<file path="src/pkg/dsr_pkg.sv">
// Constants and carrier types for the disk controller status reporting block
`default_nettype none

package dsr_pkg;

	localparam int unsigned DSR_DATA_W    = 8;
	localparam int unsigned DSR_DEPTH     = 8;
	localparam int unsigned DSR_PTR_W     = 3;
	localparam int unsigned DSR_UNIT_W    = 3;
	localparam logic [7:0]  DSR_ZERO_BYTE = 8'h00;
	localparam logic [DSR_PTR_W:0] DSR_ONE_CNT = 4'h1;
	localparam logic [DSR_PTR_W-1:0] DSR_ONE_PTR = 3'h1;

	// Command byte fields
	localparam int unsigned DSR_CMD_HI = 7;
	localparam int unsigned DSR_CMD_LO = 4;
	localparam logic [3:0]  DSR_CMD_AUX   = 4'h0;
	localparam logic [3:0]  DSR_CMD_SENSE = 4'h1;
	localparam int unsigned DSR_AUX_SOFT_RST = 3;
	localparam int unsigned DSR_AUX_CLR_BUF  = 2;
	localparam int unsigned DSR_AUX_MASK     = 1;
	localparam int unsigned DSR_AUX_CLEAR_CMD_END     = 0;

	// Outcome encodings
	localparam logic [1:0] DSR_END_NONE     = 2'h0;
	localparam logic [1:0] DSR_END_ABNORMAL = 2'h1;
	localparam logic [1:0] DSR_END_NORMAL   = 2'h2;
	localparam logic [1:0] DSR_END_INVALID  = 2'h3;

	// Reset function length in clocks
	localparam int unsigned DSR_RESET_CYCLES = 4;
	localparam logic [2:0]  DSR_RESET_LOAD   = 3'(DSR_RESET_CYCLES - 1);

	// Throughput: 2.5 MB/s at 10 MHz is one byte every 4 clocks
	localparam int unsigned DSR_CLK_HZ       = 10_000_000;
	localparam int unsigned DSR_BYTES_PER_S  = 2_500_000;
	localparam int unsigned DSR_BYTE_CYCLES  = DSR_CLK_HZ / DSR_BYTES_PER_S;

	typedef struct packed {
		logic       controller_active;
		logic [1:0] cmd_end;
		logic       sense_request;
		logic       format_lost;
		logic       id_crc_fault;
		logic       no_match;
		logic       transfer_request;
	} dsr_status_type;

	typedef struct packed {
		logic cylinder_end_hit;
		logic buffer_overrun_flag;
		logic data_field_fault;
		logic equipment_fault;
		logic drive_offline;
		logic sector_missing;
		logic write_protected_fault;
		logic data_mark_missing;
	} dsr_error_type;

	typedef struct packed {
		logic                  seek_finished;
		logic                  ready_change;
		logic                  seek_fault;
		logic                  equipment_fault;
		logic                  drive_offline;
		logic [DSR_UNIT_W-1:0] drive_id;
	} dsr_cause_type;

	// Events reported by the command processor
	typedef struct packed {
		logic                  cmd_done;
		logic [1:0]            cmd_outcome;
		logic                  seek_end;
		logic                  ready_chg;
		logic                  seek_err;
		logic                  format_lost;
		logic                  id_crc;
		logic                  no_match;
		logic                  cyl_end;
		logic                  overrun;
		logic                  data_crc;
		logic                  drive_fault;
		logic                  sector_missing;
		logic                  write_prot;
		logic                  mark_missing;
		logic [DSR_UNIT_W-1:0] unit;
	} dsr_event_type;

	typedef enum logic [1:0] {
		DSR_IDLE  = 2'b00,
		DSR_RESET = 2'b01,
		DSR_BUSY  = 2'b10
	} dsr_state_type;

	function automatic logic dsr_is_sense(input logic [7:0] cmd);
		return cmd[DSR_CMD_HI:DSR_CMD_LO] == DSR_CMD_SENSE;
	endfunction

endpackage

`default_nettype wire

</file>
<file path="src/core/dsr_status_core.sv">
// Host status, error result and interrupt cause reporting for a disk controller
`timescale 1ns/1ps
`default_nettype none

module dsr_status_core
	import dsr_pkg::*;
#(
	parameter int unsigned DEPTH = DSR_DEPTH
) (
	input  wire logic                  clk_sys,
	input  wire logic                  rst_b,
	input  wire logic                  cs_b,
	input  wire logic                  rd_b,
	input  wire logic                  wr_b,
	input  wire logic                  reg_select,
	input  wire logic [7:0]            data_in,
	output logic      [7:0]            data_out,
	output logic                       data_oe,
	input  wire dsr_event_type         events,
	input  wire logic                  drive_not_ready,
	input  wire logic                  xfer_to_host,
	input  wire logic                  xfer_from_host,
	output logic                       cmd_start,
	output logic      [7:0]            cmd_code,
	output logic                       int_req,
	output dsr_status_type             status
);

	// ==========================================================
	// Host strobe synchronisers
	logic [3:0] sync_a;
	logic [3:0] sync_b;
	logic [7:0] data_a;
	logic [7:0] data_b;
	logic       rd_q;
	logic       wr_q;

	always_ff @(posedge clk_sys or negedge rst_b) begin
		if (!rst_b) begin
			sync_a <= 4'hf;
			sync_b <= 4'hf;
			data_a <= DSR_ZERO_BYTE;
			data_b <= DSR_ZERO_BYTE;
		end else begin
			sync_a <= {cs_b, rd_b, wr_b, ~reg_select};
			sync_b <= sync_a;
			data_a <= data_in;
			data_b <= data_a;
		end
	end

	logic cs_s;
	logic rd_s;
	logic wr_s;
	logic sel_s;
	assign cs_s  = ~sync_b[3];
	assign rd_s  = ~sync_b[2];
	assign wr_s  = ~sync_b[1];
	assign sel_s = ~sync_b[0];

	// Strobes both low are inhibited
	logic rd_act;
	logic wr_act;
	assign rd_act = cs_s & rd_s & ~wr_s;
	assign wr_act = cs_s & wr_s & ~rd_s;

	always_ff @(posedge clk_sys or negedge rst_b) begin
		if (!rst_b) begin
			rd_q <= 1'b0;
			wr_q <= 1'b0;
		end else begin
			rd_q <= rd_act;
			wr_q <= wr_act;
		end
	end

	logic rd_rise;
	logic wr_rise;
	logic rd_end;
	assign rd_rise = rd_act & ~rd_q;
	assign wr_rise = wr_act & ~wr_q;
	assign rd_end  = rd_q & ~rd_act;

	logic cmd_wr;
	logic buf_wr;
	logic buf_rd;
	assign cmd_wr = wr_rise & sel_s;
	assign buf_wr = wr_rise & ~sel_s;
	assign buf_rd = rd_end & ~sel_s;

	// ==========================================================
	// Command decode
	logic          is_aux;
	logic          disk_cmd;
	logic          accept;
	logic          soft_rst;
	logic          clear_cmd_end;
	logic          mask_set;
	logic          clr_buf;
	dsr_state_type state;
	logic [2:0]    rst_cnt;

	assign is_aux   = data_b[DSR_CMD_HI:DSR_CMD_LO] == DSR_CMD_AUX;
	assign disk_cmd = cmd_wr & ~is_aux;
	assign accept   = disk_cmd & (state == DSR_IDLE);
	assign soft_rst = cmd_wr & is_aux & data_b[DSR_AUX_SOFT_RST];
	assign clear_cmd_end     = cmd_wr & is_aux & data_b[DSR_AUX_CLEAR_CMD_END];
	assign mask_set = cmd_wr & is_aux & data_b[DSR_AUX_MASK];
	assign clr_buf  = cmd_wr & is_aux & data_b[DSR_AUX_CLR_BUF];

	always_ff @(posedge clk_sys or negedge rst_b) begin
		if (!rst_b) begin
			cmd_start <= 1'b0;
			cmd_code  <= DSR_ZERO_BYTE;
		end else begin
			cmd_start <= accept;
			if (accept) begin
				cmd_code <= data_b;
			end
		end
	end

	// ==========================================================
	// Busy and reset sequencing
	always_ff @(posedge clk_sys or negedge rst_b) begin
		if (!rst_b) begin
			state   <= DSR_RESET;
			rst_cnt <= DSR_RESET_LOAD;
		end else begin
			case (state)
				DSR_RESET: begin
					if (rst_cnt == 3'h0) begin
						state <= DSR_IDLE;
					end else begin
						rst_cnt <= rst_cnt - 3'h1;
					end
				end
				DSR_IDLE: begin
					if (soft_rst) begin
						state   <= DSR_RESET;
						rst_cnt <= DSR_RESET_LOAD;
					end else if (accept) begin
						state <= DSR_BUSY;
					end
				end
				default: begin
					if (soft_rst) begin
						state   <= DSR_RESET;
						rst_cnt <= DSR_RESET_LOAD;
					end else if (events.cmd_done) begin
						state <= DSR_IDLE;
					end
				end
			endcase
		end
	end

	// ==========================================================
	// Status flags
	logic [1:0] cmd_end;
	logic       sense_request;
	logic       sense_mask;
	logic       format_lost;
	logic       id_crc_fault;
	logic       no_match;
	logic       in_reset;
	logic       sense_cmd;

	assign in_reset  = (state == DSR_RESET);
	assign sense_cmd = accept & dsr_is_sense(data_b);

	always_ff @(posedge clk_sys or negedge rst_b) begin
		if (!rst_b) begin
			cmd_end <= DSR_END_NONE;
		end else if (events.cmd_done && state == DSR_BUSY) begin
			cmd_end <= events.cmd_outcome;
		end else if (accept || clear_cmd_end || in_reset) begin
			cmd_end <= DSR_END_NONE;
		end
	end

	always_ff @(posedge clk_sys or negedge rst_b) begin
		if (!rst_b) begin
			sense_request <= 1'b0;
		end else if (events.seek_end || events.drive_fault || events.ready_chg) begin
			sense_request <= 1'b1;
		end else if (sense_cmd || in_reset) begin
			sense_request <= 1'b0;
		end
	end

	always_ff @(posedge clk_sys or negedge rst_b) begin
		if (!rst_b) begin
			sense_mask <= 1'b0;
		end else if (mask_set) begin
			sense_mask <= 1'b1;
		end else if (events.cmd_done || in_reset) begin
			sense_mask <= 1'b0;
		end
	end

	always_ff @(posedge clk_sys or negedge rst_b) begin
		if (!rst_b) begin
			format_lost  <= 1'b0;
			id_crc_fault <= 1'b0;
			no_match     <= 1'b0;
		end else begin
			format_lost  <= events.format_lost | (format_lost & ~accept & ~in_reset);
			id_crc_fault <= events.id_crc | (id_crc_fault & ~accept & ~in_reset);
			no_match     <= events.no_match | (no_match & ~accept & ~in_reset);
		end
	end

	always_ff @(posedge clk_sys or negedge rst_b) begin
		if (!rst_b) begin
			status <= '0;
		end else begin
			status.controller_active <= (state != DSR_IDLE);
			status.cmd_end           <= cmd_end;
			status.sense_request     <= sense_request;
			status.format_lost       <= format_lost;
			status.id_crc_fault      <= id_crc_fault;
			status.no_match          <= no_match;
			status.transfer_request  <= (state == DSR_BUSY) &
				(xfer_to_host | xfer_from_host);
		end
	end

	assign int_req = (|cmd_end) | (sense_request & ~sense_mask);

	// ==========================================================
	// Error result byte and interrupt cause
	dsr_error_type err;
	dsr_error_type err_hold;
	dsr_cause_type cause;

	// Same-cycle event wins over the clear
	assign err_hold = (accept || in_reset) ? '0 : err;

	always_ff @(posedge clk_sys or negedge rst_b) begin
		if (!rst_b) begin
			err <= '0;
		end else begin
			err.cylinder_end_hit      <= err_hold.cylinder_end_hit | events.cyl_end;
			err.buffer_overrun_flag   <= err_hold.buffer_overrun_flag | events.overrun;
			err.data_field_fault      <= err_hold.data_field_fault | events.data_crc;
			err.equipment_fault       <= err_hold.equipment_fault | events.drive_fault;
			err.drive_offline         <= drive_not_ready;
			err.sector_missing        <= err_hold.sector_missing | events.sector_missing;
			err.write_protected_fault <= err_hold.write_protected_fault | events.write_prot;
			err.data_mark_missing     <= err_hold.data_mark_missing | events.mark_missing;
		end
	end

	always_ff @(posedge clk_sys or negedge rst_b) begin
		if (!rst_b) begin
			cause <= '0;
		end else if (events.seek_end || events.ready_chg || events.drive_fault) begin
			cause.seek_finished   <= events.seek_end;
			cause.ready_change    <= events.ready_chg;
			cause.seek_fault      <= events.seek_err;
			cause.equipment_fault <= events.drive_fault;
			cause.drive_offline   <= drive_not_ready;
			cause.drive_id        <= events.unit;
		end
	end

	// ==========================================================
	// Data buffer: parameters in, results out
	localparam logic [DSR_PTR_W:0] FULL_CNT = (DSR_PTR_W + 1)'(DEPTH);
	logic [7:0]           mem [DEPTH];
	logic [DSR_PTR_W-1:0] wptr;
	logic [DSR_PTR_W-1:0] rptr;
	logic [DSR_PTR_W:0]   count;
	logic                 load_err;
	logic                 load_cause;
	logic                 do_push;
	logic                 do_pop;

	assign load_err   = events.cmd_done & (state == DSR_BUSY) & ~dsr_is_sense(cmd_code);
	assign load_cause = events.cmd_done & (state == DSR_BUSY) & dsr_is_sense(cmd_code);
	assign do_push    = load_err | load_cause | (buf_wr & (count != FULL_CNT));
	assign do_pop     = buf_rd & (count != '0);

	always_ff @(posedge clk_sys) begin
		if (do_push) begin
			mem[(load_err || load_cause) ? '0 : wptr] <= load_err ? 8'(err) :
				(load_cause ? 8'(cause) : data_b);
		end
	end

	always_ff @(posedge clk_sys or negedge rst_b) begin
		if (!rst_b) begin
			wptr  <= '0;
			rptr  <= '0;
			count <= '0;
		end else if (clr_buf || in_reset || load_err || load_cause) begin
			// Result phase restarts buffer with the result byte first
			wptr  <= (load_err || load_cause) ? DSR_ONE_PTR : '0;
			rptr  <= '0;
			count <= (load_err || load_cause) ? DSR_ONE_CNT : '0;
		end else begin
			if (do_push) begin
				wptr <= wptr + DSR_ONE_PTR;
			end
			if (do_pop) begin
				rptr <= rptr + DSR_ONE_PTR;
			end
			count <= count + (do_push ? DSR_ONE_CNT : '0) - (do_pop ? DSR_ONE_CNT : '0);
		end
	end

	// ==========================================================
	// Host read data
	always_ff @(posedge clk_sys or negedge rst_b) begin
		if (!rst_b) begin
			data_out <= DSR_ZERO_BYTE;
			data_oe  <= 1'b0;
		end else begin
			data_oe <= rd_act;
			if (rd_act && sel_s) begin
				data_out <= status;
			end else if (rd_act) begin
				data_out <= (count != '0) ? mem[rptr] : DSR_ZERO_BYTE;
			end
		end
	end

	// ==========================================================
	// Checks
	a_busy_blocks_cmd: assert property (@(posedge clk_sys) disable iff (!rst_b)
		(disk_cmd && state != DSR_IDLE) |=> !cmd_start)
		else $error("disk command accepted while busy");

	a_cmd_sets_busy: assert property (@(posedge clk_sys) disable iff (!rst_b)
		accept |=> ##1 status.controller_active)
		else $error("busy not shown after command");

	a_cmd_end_clear: assert property (@(posedge clk_sys) disable iff (!rst_b)
		(clear_cmd_end && !(events.cmd_done && state == DSR_BUSY)) |=> cmd_end == DSR_END_NONE)
		else $error("command end not cleared");

	a_int_equation: assert property (@(posedge clk_sys) disable iff (!rst_b)
		(cmd_end == DSR_END_NONE && !sense_request) |-> !int_req)
		else $error("spurious interrupt");

	a_sense_set: assert property (@(posedge clk_sys) disable iff (!rst_b)
		events.seek_end |=> ##1 status.sense_request)
		else $error("sense request missing");

	a_err_cleared: assert property (@(posedge clk_sys) disable iff (!rst_b)
		(accept && !events.cyl_end && !events.write_prot) |=>
		!err.cylinder_end_hit && !err.write_protected_fault)
		else $error("error flags survive new command");

	a_inhibit_rw: assert property (@(posedge clk_sys) disable iff (!rst_b)
		(rd_s && wr_s) |-> !do_pop && !buf_wr)
		else $error("simultaneous strobes acted on");

	a_outcome_kept: assert property (@(posedge clk_sys) disable iff (!rst_b)
		(events.cmd_done && state == DSR_BUSY) |=> cmd_end == $past(events.cmd_outcome))
		else $error("outcome not captured");

endmodule

`default_nettype wire

</file>
<file path="config.mk">
export PLATFORM = sky130hd
export DESIGN_NAME = dsr_status_core
export DESIGN_NICKNAME = d
export VERILOG_FILES = /design/src/pkg/dsr_pkg.sv /design/src/core/dsr_status_core.sv
export SDC_FILE = /design/constraint.sdc
export NUM_CORES = 1
export LEC_CHECK = 0
export ABC_CLOCK_PERIOD_IN_PS = 3060
export BUFFER_PORTS_ARGS = -buffer_cell sky130_fd_sc_hd__clkbuf_2
export CAP_MARGIN = 20
export CORE_MARGIN = 4
export CORE_UTILIZATION = 56
export DETAILED_ROUTE_END_ITERATION = 16
export GPL_TIMING_DRIVEN = 0
export PLACE_DENSITY = 0.79
export SYNTH_ARGS = -nofsm -noshare
export SYNTH_HDL_FRONTEND = slang
export SYNTH_SLANG_ARGS = --single-unit
</file>
<file path="constraint.sdc">
create_clock -name clk_sys -period 3.06 [get_ports clk_sys]
set_clock_uncertainty 0.05 [all_clocks]
set_input_delay 0.306 -clock clk_sys [delete_from_list [all_inputs] [get_ports clk_sys]]
set_output_delay 0.306 -clock clk_sys [all_outputs]
set_load 0.01 [all_outputs]
</file>
# Yosys cells after proc, flatten, opt, wreduce, memory -nomap -nowiden
# Memories as Yosys holds them, arrays and structs flattened.
# Cells that the tools add are included.
# classes
n_reduce_logical,31
n_bitwise,56
muxes,33
addsub,5
n_eq_ne,8
# ops
cell,count
$mux 8,6
$and 1x1->1,30
$mux 3,8
$reduce_bool 2->1,8
$mux 2,7
$or 1x1->1,14
$logic_or 1x1->1,13
$not 1->1,12
$mux 1,10
$eq 4x1->1 const B,2
$reduce_bool 4->1,2
$add 3x1->3 const B,2
$add 4x1->4,1
$logic_not 4->1,1
$mux 4,1
$ne 4x4->1 const B,1
$pmux 2 s2,1
$sub 4x1->4,1
$logic_not 3->1,1
$ne 3x3->1 const B,1
$reduce_and 3->1,1
$sub 3x1->3 const B,1
$eq 2x1->1 const B,1
$eq 2x2->1 const B,1
other kinds (6),7
# totals
wordCells,175
memories,1
ram_bits,64
register_bits,89
output_inout_bits,27
# mem_list
memory,depth,width,read_ports,rd_ports_with_merged_regs,write_ports,line,source
mem,8,8,1,0,1,dsr_status_core.sv:271,logic [7:0] mem [DEPTH];

# Logic depth before layout (Yosys ltp)
# Gate-level depths: netlist (run 1).
# logic_depth
ltp_word,11
ltp_mapped,12

# Worst setup path after synthesis (run 1)
# OpenSTA, ideal clock, no wires.
# synth_path
kind,flip-flop to flip-flop
start,register sync_b[0]
end,memory mem[1][0] (enable)
t_arrival_ps,2179
setup_slack_ps,448
stages_incl_launch_ff,5
required_ps,2627
setup_ps,383
period_less_slack_ps,2612
path_cell_list,dfstp_2 > clkbuf_1 > nand3_1 > or3b_2 > nor3_1
# synth_between
elab_chain_cells,5
# synth_rtl
element,line,source
start: declaration,dsr_status_core.sv:32,logic [3:0] sync_b;
start signal: assignment,dsr_status_core.sv:46,sync_b <= sync_a;
$and 1x1->1,dsr_status_core.sv:88,assign buf_wr = wr_rise & ~sel_s;
$and 1x1->1,dsr_status_core.sv:282,assign do_push = load_err | load_cause | (buf_wr & (count != FULL_CNT));
$or 1x1->1,dsr_status_core.sv:282,
$mux 1,dsr_status_core.sv:286,if (do_push) begin
$mux 1,dsr_status_core.sv:287,mem[(load_err || load_cause) ? '0 : wptr] <= load_err ? 8'(err) :
end: declaration,dsr_status_core.sv:271,
# Every way passes these cells.

# Worst setup path in the final report (run 1)
# layout_path
start,register sync_b[1]
end,register count[2]
# layout_between
elab_chain_cells,11
# layout_rtl
element,line,source
$not 1->1,dsr_status_core.sv:58,assign wr_s = ~sync_b[1];
$and 1x1->1 (2 in series),dsr_status_core.sv:65,assign wr_act = cs_s & wr_s & ~rd_s;
$and 1x1->1,dsr_status_core.sv:81,assign wr_rise = wr_act & ~wr_q;
$and 1x1->1 (on tied branches),"dsr_status_core.sv:88, dsr_status_core.sv:87",
$and 1x1->1 (on tied branches),"dsr_status_core.sv:282, dsr_status_core.sv:109",
$or 1x1->1 / $and 1x1->1 (equally long branches),"dsr_status_core.sv:282, dsr_status_core.sv:109",
$mux 1 / $logic_or 1x1->1 (equally long branches),"dsr_status_core.sv:309, dsr_status_core.sv:297",
$add 4x1->4 / $logic_or 1x1->1 (equally long branches),"dsr_status_core.sv:309, dsr_status_core.sv:297",
$sub 4x1->4 / $logic_or 1x1->1 (equally long branches),"dsr_status_core.sv:309, dsr_status_core.sv:297",
$mux 4 *,dsr_status_core.sv:297,end else if (clr_buf || in_reset || load_err || load_cause) begin
end signal: assignment,dsr_status_core.sv:301,count <= (load_err || load_cause) ? DSR_ONE_CNT : '0;
end signal: assignment,dsr_status_core.sv:309,count <= count + (do_push ? DSR_ONE_CNT : '0) - (do_pop ? DSR_ONE_CNT : '0);
end: declaration,dsr_status_core.sv:274,logic [DSR_PTR_W:0] count;
# Every way passes the cells marked *; elsewhere a longest branch is shown, timed or not.
# A chain may end at the register's enable or synchronous reset.

==> flow_metrics.py, run 1 <==
metrics = {
    "run_status": {
        "status": "finished clean",
    },
    "sta": {
        "fin_crit_ps": 2800,
        "relSlewSlack": 0.403,
        "worst_pin_slew_ps": 886,
        "finalHoldViolCount": 0,
        "maxSlewViolCount": 0,
        "holdWs_ps": 33.8,
        "period_share": 0.915,
        "finalSetupViolations": 0,
        "max_freq_mhz": 357,
        "rsz0062_at_grt": "false",
    },
    "critical_path": {
        "cp.arrival_ps": 3160,
        "path_delay_family": "adder cells",
        "end_kind": "flip-flop",
        "cp.required_ps": 3420,
        "crit_chain": "nor3b_1 > clkbuf_1 > nor3_1 > ha_1 > inv_1 > ha_1 > fa_1 > xnor2_1 > nor2_1",
        "max_stage_delay_ps": 550,
        "slowest_stage": "dfstp_2",
        "worst-path-max-fanout": 10,
        "crit_type": "flip-flop to flip-flop",
        "crit_buf_inv": 2,
        "cpMostUsedCell": "ha_1",
        "start_kind": "flip-flop",
    },
    "logic_synthesis": {
        "yosys_warnings": 0,
        "synth_seq_cells": 153,
        "async_flop_share": 0.582,
        "synthDistinctLibCells": 47,
        "synth_edf_count": 64,
        "syn_nets": 440,
        "ys_seq_area_frac": 0.694,
        "netlist_area_um2": 6000,
        "postSynthCellCount": 393,
        "avgSynthCellArea_um2": 15.3,
        "ys.flop_type": "dfrtp_1",
    },
    "placed_design": {
        "hpwl_um": 8580,
        "gp_congestion": 0.767,
        "io_buffers": 62,
        "dp.cells": 594,
    },
    "power_and_ir_drop": {
        "p_switching_mw": 1.57,
        "p_clk_frac": 0.355,
        "irDropWorstVdd_mv": 0.468,
        "power_frac_comb": 0.189,
        "p_leak_nw": 3.03,
        "p_per_area_nw_per_um2": 753,
        "p_seq_frac": 0.456,
        "swShare": 0.280,
        "total_power_mw": 5.60,
        "internal_power_mw": 4.04,
    },
    "layout": {
        "fin_cells": 660,
        "final_core_util": 0.718,
        "nets": 558,
        "area_delta_synth_final_pct": 24.1,
        "diodes": 0,
        "drive_gt1_frac": 0.298,
    },
    "grt": {
        "grt_max_degree": 52,
        "antenna_found_initial": 0,
        "grt_pass1_vias": 4084,
        "grt_overflow": 0,
        "grt_pass1_wl_um": 21700,
        "track_usage": 0.230,
    },
    "route": {
        "routedWlPerCell_um": 20.4,
        "vias": 3775,
        "drt_iter0_drc": 278,
        "drt_first_pass_iters": 5,
        "vias_per_cell": 5.72,
        "drc": 0,
        "wl_um": 13500,
        "antenna_left": 0,
    },
    "floorplan": {
        "die_area_um2": 12400,
        "core_area_um2": 10400,
        "rows": 37,
        "top_level_ports": 63,
        "fp.dieH_um": 112,
        "initial_core_util": 0.579,
        "dieWidth_um": 112,
    },
    "clock_tree": {
        "cts_tree": "built",
        "cts-root-buf": "clkbuf_8",
        "htree_levels": 4,
        "clock_path_buffers": 2,
        "cts_buffers": 17,
        "postCtsSetupRepairBufs": 0,
        "cts.sinks": 153,
        "clk_pin_slew_worst_paths_ps": 70,
        "clock_latency_ps": 520,
    },
    "job": {
        "drv_cap": 0,
    },
    "min_path": {
        "min_path_type": "input port to flip-flop",
    },
}
## cells in the mapped netlist, types with 2 or more instances
library cell  number  share of area
dfrtp_1           78           0.33
edfxtp_1          64           0.32
o21ai_0           28          0.023
nand2_1           22          0.014
nor2_1            22          0.014
inv_1             21          0.013
mux4_2            16          0.060
a21o_1            15          0.019
mux2_2            13          0.024
dfstp_2           11          0.048
clkbuf_1          10         0.0063
ha_1              10          0.021
mux2i_1           10          0.017
a22oi_1            9          0.011
nor3_1             6         0.0050
a21oi_1            5         0.0042
nor3b_1            5         0.0063
xnor2_1            4         0.0058
a32o_1             3         0.0050
and2_1             3         0.0031
buf_2              3         0.0025
nand2b_1           3         0.0031
nor4b_1            3         0.0044
and4b_1            2         0.0033
nand3_1            2         0.0017
nor2b_1            2         0.0021
or3b_2             2         0.0029
xor2_1             2         0.0029
## power groups by stage
| stage | clock network [mW] | registers [mW] | logic [mW] |
|---|---|---|---|
| floorplan | 0 | 2.57 | 0.656 |
| global placement | 0 | 2.56 | 0.957 |
| detailed placement | 0 | 2.58 | 1.02 |
| CTS | 2.00 | 2.55 | 1.07 |
| global route | 2.10 | 2.58 | 1.17 |
| finish | 1.99 | 2.56 | 1.06 |
## layer usage
layer,GRT usage,vias up,routed length [um],share of wire
met5,0,-,0,0
met4,0.0714,0,199,0.015
met1,0.287,1911,5370,0.40
li1,-,1686,-,-
met2,0.386,160,7020,0.52
met3,0.0728,18,859,0.064
## stage by stage
step | setup WS, ps | setup TNS, ps | area, um2
finish | 260 | 0 | 7450
floorplan | 448 | 0 | 6000
global route | 110 | 0 | 7450
CTS | 19.9 | 0 | 7430
detailed placement | 68.1 | 0 | 6530
global placement | -148 | -2160 | 6480
## area by class of cell
cell class	count	area [um2]
sequential	153	4160
fill	640	2920
multi-input combinational	204	1710
timing repair buffer	100	696
clock buffer	20	449
tap	136	170
clock inverter	12	116
inverter	21	78.8
buffer	14	60.1
## worst min-delay path: stages
cell	delay, ps
clkbuf_2	80
nor2_1	110
nor3b_1	60
## sequential cells by signal, summed over array words and instances, names as in the netlist, 2 cells and up
name      flops
mem          64
cause         8
cmd_code      8
data_a        8
data_b        8
data_out      8
err           8
status        8
count         4
sync_a        4
sync_b        4
rptr          3
rst_cnt       3
wptr          3
cmd_end       2
state         2
## logic make-up after synthesis
| kind of cell | after synthesis | share of synthesized area |
|---|---|---|
| flops | 153 | 0.694 |
| simple gates | 81 | 0.0757 |
| xor+xnor | 6 | 0.00876 |
| buf+inv | 36 | 0.0238 |
| compound gates | 67 | 0.0726 |
| fa+ha+maj | 11 | 0.0242 |
| mux | 39 | 0.101 |
## final timing paths
check / startpoint / to / slack (ps) / cells past startpoint
max in group asynchronous: rst_b / state[0] / 2000 / 3
worst min-delay path: xfer_from_host / status[0] / 30 / 3
worst min register to register: data_a[3] / data_b[3] / 300 / 0
worst max-delay path: sync_b[1] / count[2] / 260 / 9
min in group asynchronous: rst_b / cmd_start / 300 / 2
worst max register to register: sync_b[1] / count[2] / 260 / 9
## repair_timing
item / in CTS / in global routing
endpoints found under the hold margin: 61 / 0
hold buffers: 33 / 0
endpoints found under the setup margin: 0 / 46
gates resized for setup: 0 / 4
## layout by cell type (no fill, tap or decap), types with 4 or more instances in the layout
cell,n
clkinv_4,6
inv_1,21
edfxtp_1,64
mux4_2,16
o21ai_0,28
nor3_1,5
dlygate4sd3_1,33
clkbuf_2,61
clkbuf_16,16
a21oi_1,5
dfrtp_1,78
clkbuf_1,9
dfstp_2,11
ha_1,10
buf_2,5
nand2_1,22
nor3b_1,5
nor2_1,19
xnor2_1,4
a21o_1,15
mux2_2,13
a22oi_1,9
mux2i_1,10
No activity file was read; power rests on OpenSTA's default activity.
==> run 2, diff against run 1 <==
ABC_AREA = 1   (was default)
SLEW_MARGIN = 10   (was default)
==> run 2 against run 1 <==
  * Synthesized area up 1.9%
  * Via count up 16%
  * Setup slack better by 450 ps
  * Design area up 1.2%
  * Hold slack better by 44 ps
  * First-iteration DRC count up 2.2%
  * Sequential cell count unchanged
  * Sequential power about the same
  * Die area up 1.7%
==> flow_metrics.py, run 2 <==
metrics = {
    "sta": {
        "finalHoldViolCount": 0,
        "max_freq_mhz": 425,
        "finalSetupViolations": 0,
        "fin_setup_tns_ps": 0,
        "fin_ws_ps": 710,
        "maxSlewViolCount": 0,
        "fin_crit_ps": 2350,
        "holdWs_ps": 78.0,
        "rsz0062_at_grt": "false",
        "relSlewSlack": 0.471,
        "worst_pin_slew_ps": 791,
        "period_share": 0.768,
    },
    "route": {
        "drc": 0,
        "routedWlPerCell_um": 18.1,
        "vias_per_cell": 5.54,
        "drt_iter0_drc": 284,
        "drt_first_pass_iters": 4,
        "antenna_left": 0,
        "wl_um": 14400,
        "vias": 4397,
    },
    "floorplan": {
        "rows": 37,
        "fp.dieH_um": 112,
        "core_area_um2": 10500,
        "top_level_ports": 63,
        "die_area_um2": 12600,
        "initial_core_util": 0.584,
        "dieWidth_um": 112,
    },
    "layout": {
        "multi_input_area_um2": 1690,
        "area_delta_synth_final_pct": 23.3,
        "top_register": "mem",
        "fillers": 718,
        "largest_reg_flops": 64,
        "final_core_util": 0.720,
        "nets": 692,
        "regArea_um2": 4160,
        "drive_gt1_frac": 0.208,
        "diodes": 0,
        "mostFrequentLayoutCells": "dfrtp_1 (78), nor2_1 (76), nand2_1 (69)",
        "final_common_cell": "dfrtp_1",
    },
    "critical_path": {
        "slowest_stage": "fa_1",
        "max_stage_delay_ps": 390,
        "worst-path-max-fanout": 4,
        "end_kind": "flip-flop",
        "reg2reg_setup_slack_ps": 710,
        "start_kind": "flip-flop",
        "cp.required_ps": 3420,
        "cp.arrival_ps": 2710,
        "crit_chain": "inv_1 > ha_1 > nand3_1 > nand4_1 > inv_1 > ha_1 > inv_1 > ha_1 > fa_1 > xnor2_1 > nor2_1",
        "crit_buf_inv": 3,
        "crit_type": "flip-flop to flip-flop",
        "path_delay_family": "adder cells",
    },
    "logic_synthesis": {
        "syn_nets": 574,
        "netlist_area_um2": 6110,
        "synth_top_cell_by_area": "dfrtp_1",
        "ys_seq_area_frac": 0.681,
        "ys.flop_type": "dfrtp_1",
        "yosys_warnings": 0,
        "synthDistinctLibCells": 42,
        "avgSynthCellArea_um2": 11.6,
        "yosysMostFrequentCell": "dfrtp_1",
        "async_flop_share": 0.582,
        "postSynthCellCount": 527,
        "synth_seq_cells": 153,
        "synth_top_area_frac": 0.319,
        "synth_edf_count": 64,
        "synth_top_cells_by_area": "dfrtp_1 (32%), edfxtp_1 (31%), dfstp_2 (4.7%), nor2_1 (4.7%), nand2_1 (4.2%)",
        "ys_top_cells_by_count": "dfrtp_1 (78), nor2_1 (76), nand2_1 (69)",
    },
    "grt": {
        "grt_max_degree": 47,
        "track_usage": 0.237,
        "antenna_found_initial": 0,
        "grt_pass1_wl_um": 23300,
        "grt_overflow": 0,
        "grt_pass1_vias": 4564,
    },
    "clock_tree": {
        "cts.sinks": 153,
        "cts_buffers": 17,
        "cts-root-buf": "clkbuf_8",
        "postCtsResizedCells": 0,
        "postCtsSetupRepairBufs": 0,
        "clock_path_buffers": 2,
        "cts_hold_buf": 34,
        "clk_pin_slew_worst_paths_ps": 60,
        "clock_latency_ps": 530,
        "htree_levels": 4,
        "cts_tree": "built",
    },
    "run_status": {
        "status": "finished clean",
    },
    "placed_design": {
        "dp_slack_ps": 554,
        "hpwl_um": 9380,
        "io_buffers": 62,
        "gp_congestion": 0.870,
    },
    "power_and_ir_drop": {
        "p_leak_nw": 3.29,
        "irDropWorstVdd_mv": 0.426,
        "p_per_area_nw_per_um2": 785,
    },
    "job": {
        "drv_cap": 0,
    },
    "min_path": {
        "min_path_type": "input port to flip-flop",
    },
}
[run 2: changes by cell type in the layout (fill, tap and decap cells not counted), sizes merged, moves of 9 or more]
cell / previous run / this run
a22oi: 9 / 0
a21oi: 5 / 24
nand3: 2 / 25
a21o: 15 / 2
inv: 24 / 51
nand2: 22 / 72
o211ai: 0 / 17
o21ai: 28 / 43
mux2i: 10 / 0
nor2: 22 / 81
mux2: 13 / 0
mux4: 16 / 0
[run 2: final cells by class]
cell class | count | share of cell area
Clock inverter | 7 | 0.00664
Clock buffer | 25 | 0.0687
Tap cell | 136 | 0.0226
Buffer | 15 | 0.0115
Multi-Input combinational cell | 311 | 0.224
Sequential cell | 153 | 0.552
Inverter | 48 | 0.0239
Timing Repair Buffer | 99 | 0.0906
[run 2: cell families after synthesis]
group           synth area share
simple gates               0.141
flops                      0.681
compound gates             0.106
buf+inv                   0.0436
fa+ha+maj                 0.0238
xor+xnor                 0.00430
[run 2: worst register-to-register path, cell delays in order, from the launching register on]
cell and delay (ps):
dfrtp_1 370, inv_1 110, ha_1 160, nand3_1 120, nand4_1 170, inv_1 110, ha_1 280, inv_1 40
ha_1 210, fa_1 390, xnor2_1 160, nor2_1 70
[run 2: through the flow]
stage / total power, mW / area (um2) / cells
CTS: 5.90 / 7530 / 793
global route: 6.20 / 7540 / 794
global placement: 3.80 / 6590 / 725
detailed placement: 3.88 / 6620 / 727
floorplan: 3.40 / 6110 / 527
finish: 5.92 / 7540 / 794
[run 2: worst paths after layout]
kind	startpoint	end	cells past startpoint
min in group asynchronous	rst_b	rst_cnt[2]	2
min	events[18]	state[1]	4
max	count[2]	count[2]	11
max in group asynchronous	rst_b	cause[3]	3
max reg2reg	count[2]	count[2]	11
min reg2reg	data_a[6]	data_b[6]	0
[run 2: power breakdown]
group,switching [mW],leakage (nW),total (mW),internal [mW]
logic,0.873,1.42,1.37,0.498
registers,0.157,1.59,2.55,2.39
clock network,0.826,0.279,2.00,1.17
[run 2: layer usage]
layer / track usage / vias to the layer above / share of wire
met5: 0 / - / 0
met3: 0.0469 / 23 / 0.055
li1: - / 2040 / -
met1: 0.303 / 2164 / 0.41
met4: 0.0777 / 0 / 0.016
met2: 0.407 / 170 / 0.52
==> run 3, diff against run 2 <==
ABC_CLOCK_PERIOD_IN_PS = 2000   (was 3060)
CORE_UTILIZATION = 53   (was 56)
clock period = 2 ns   (was 3.06 ns; I/O delays follow)
==> run 3 against run 2 <==
  * The run now ends with setup timing left
  * Combinational power is 93% higher
  * Non-clock buffer count is 31 higher
  * Via count is 9.8% higher
  * Register-to-register slack worse by 1000 ps
  * Maximum frequency is 2.8% higher
  * Sequential power is 54% higher
  * Sequential share of layout area is 3.8 points lower
  * Critical endpoint unchanged
  * Largest power group unchanged
==> flow_metrics.py, run 3 (same netlist as run 2, synthesis figures left out) <==
metrics = {
    "layout": {
        "largest_reg_flops": 64,
        "top_register": "mem",
        "drive_gt1_frac": 0.302,
        "regArea_um2": 4160,
        "nets": 723,
        "mostFrequentLayoutCells": "dfrtp_1 (78), nor2_1 (70), nand2_1 (65)",
        "final_core_util": 0.731,
        "multi_input_area_um2": 1910,
        "area_delta_synth_final_pct": 32.5,
        "fin_area_um2": 8100,
        "diodes": 0,
        "fillers": 652,
        "final_common_cell": "dfrtp_1",
    },
    "floorplan": {
        "fp.dieH_um": 115,
        "rows": 38,
        "initial_core_util": 0.552,
        "die_area_um2": 13300,
        "dieWidth_um": 115,
        "top_level_ports": 63,
        "core_area_um2": 11100,
    },
    "placed_design": {
        "gp_congestion": 0.830,
        "hpwl_um": 9430,
        "io_buffers": 62,
        "post_dp_cell_area_um2": 6640,
        "dp_slack_ps": -383,
    },
    "route": {
        "drc": 0,
        "drt_first_pass_iters": 5,
        "drt_iter0_drc": 463,
        "vias_per_cell": 5.83,
        "wl_um": 16700,
        "vias": 4830,
        "routedWlPerCell_um": 20.1,
        "antenna_left": 0,
    },
    "critical_path": {
        "start_kind": "flip-flop",
        "r2r_start": "count[3]",
        "path_delay_family": "adder cells",
        "max_stage_delay_ps": 410,
        "reg2reg_setup_slack_ps": -290,
        "worst-path-max-fanout": 4,
        "crit_chain": "ha_4 > nand3_2 > nand2_2 > nor2_4 > nor2_4 > buf_12 > ha_4 > inv_2 > ha_4 > fa_2 > xnor2_2 > nor2_1",
        "r2r_end": "count[2]",
        "cp.required_ps": 2250,
        "end_kind": "flip-flop",
        "r2r_cells": 12,
        "cpMostUsedCell": "ha_4",
        "slowest_stage": "dfrtp_1",
        "crit_type": "flip-flop to flip-flop",
        "crit_buf_inv": 2,
        "cp.arrival_ps": 2540,
    },
    "power_and_ir_drop": {
        "p_per_area_nw_per_um2": 1200,
        "total_power_mw": 9.75,
        "p_leak_nw": 3.48,
        "irDropWorstVdd_mv": 1.14,
    },
    "min_path": {
        "holdCritStartpoint": "events[18]",
        "holdPathStages": 4,
        "min_path_type": "input port to flip-flop",
        "min_to": "state[1]",
    },
    "run_status": {
        "violations": "setup timing",
        "status": "finished with violations",
    },
    "sta": {
        "max_freq_mhz": 437,
        "fin_setup_tns_ps": -1350,
        "relSlewSlack": 0.531,
        "finalSetupViolations": 19,
        "period_share": 1.14,
        "worst_pin_slew_ps": 699,
        "fin_crit_ps": 2290,
        "finalHoldViolCount": 0,
        "fin_ws_ps": -286,
        "rsz0062_at_grt": "true",
        "maxSlewViolCount": 0,
    },
    "clock_tree": {
        "cts_buffers": 17,
        "clock_latency_ps": 430,
        "cts.sinks": 153,
        "cts_tree": "built",
        "htree_levels": 4,
        "clock_path_buffers": 2,
        "clk_pin_slew_worst_paths_ps": 70,
        "cts-root-buf": "clkbuf_16",
    },
    "grt": {
        "antenna_found_initial": 0,
        "grt_pass1_wl_um": 25000,
        "grt_max_degree": 53,
        "track_usage": 0.251,
        "grt_pass1_vias": 4811,
        "grt_overflow": 0,
    },
    "job": {
        "drv_cap": 0,
    },
}
[run 3: worst max path at each step]
stage / endpoint / slack (ps) / cells past startpoint / start
3_3_place_gp: mem[0][4] / -310 / 7 / count[2]
3_5_place_dp: mem[0][3] / -380 / 7 / count[2]
5_1_grt: count[3] / -360 / 14 / state[0]
6_report: count[2] / -290 / 12 / count[3]
4_1_cts: count[1] / -300 / 12 / count[3]
2_1_floorplan: count[2] / -50 / 9 / sync_b[2]
[run 3: power by group]
part / internal [mW] / switching [mW] / total, mW
Clock: 1.84 / 1.33 / 3.17
Sequential: 3.66 / 0.278 / 3.93
Combinational: 1.00 / 1.65 / 2.65
[run 3: routing by layer]
metal | global-route usage | part of all wire | wire [um] | vias up
li1 | - | - | - | 2107
met1 | 0.309 | 0.36 | 6020 | 2351
met2 | 0.431 | 0.52 | 8630 | 307
met3 | 0.0595 | 0.078 | 1300 | 65
met4 | 0.0939 | 0.042 | 702 | 0
met5 | 0 | 0 | 0 | -
[run 3: through the flow]
step	hold WS, ps	std cells
detailed placement	186	730
finish	87.9	829
floorplan	-146	527
CTS	75.4	816
global placement	239	729
global route	95.4	829
[run 3: layout make-up]
| type | count | area share |
|---|---|---|
| Tap cell | 140 | 0.0216 |
| Timing Repair Buffer | 130 | 0.124 |
| Clock buffer | 18 | 0.0530 |
| Multi-Input combinational cell | 311 | 0.236 |
| Sequential cell | 153 | 0.514 |
| Inverter | 48 | 0.0222 |
| Buffer | 15 | 0.0107 |
| Clock inverter | 14 | 0.0184 |
[run 3: what timing repair did]
item,4_1_cts,5_1_grt
hold buffers,34,0
pin swaps,11,15
hold endpoints to repair,67,0
resized for setup,28,24
setup endpoints to repair,115,101
setup buffers,20,18
[run 3: worst min-delay path, cell delays in order]
cell      delay [ps]
clkbuf_2         130
nor2_1            60
nand2_1           80
nand2_1           50
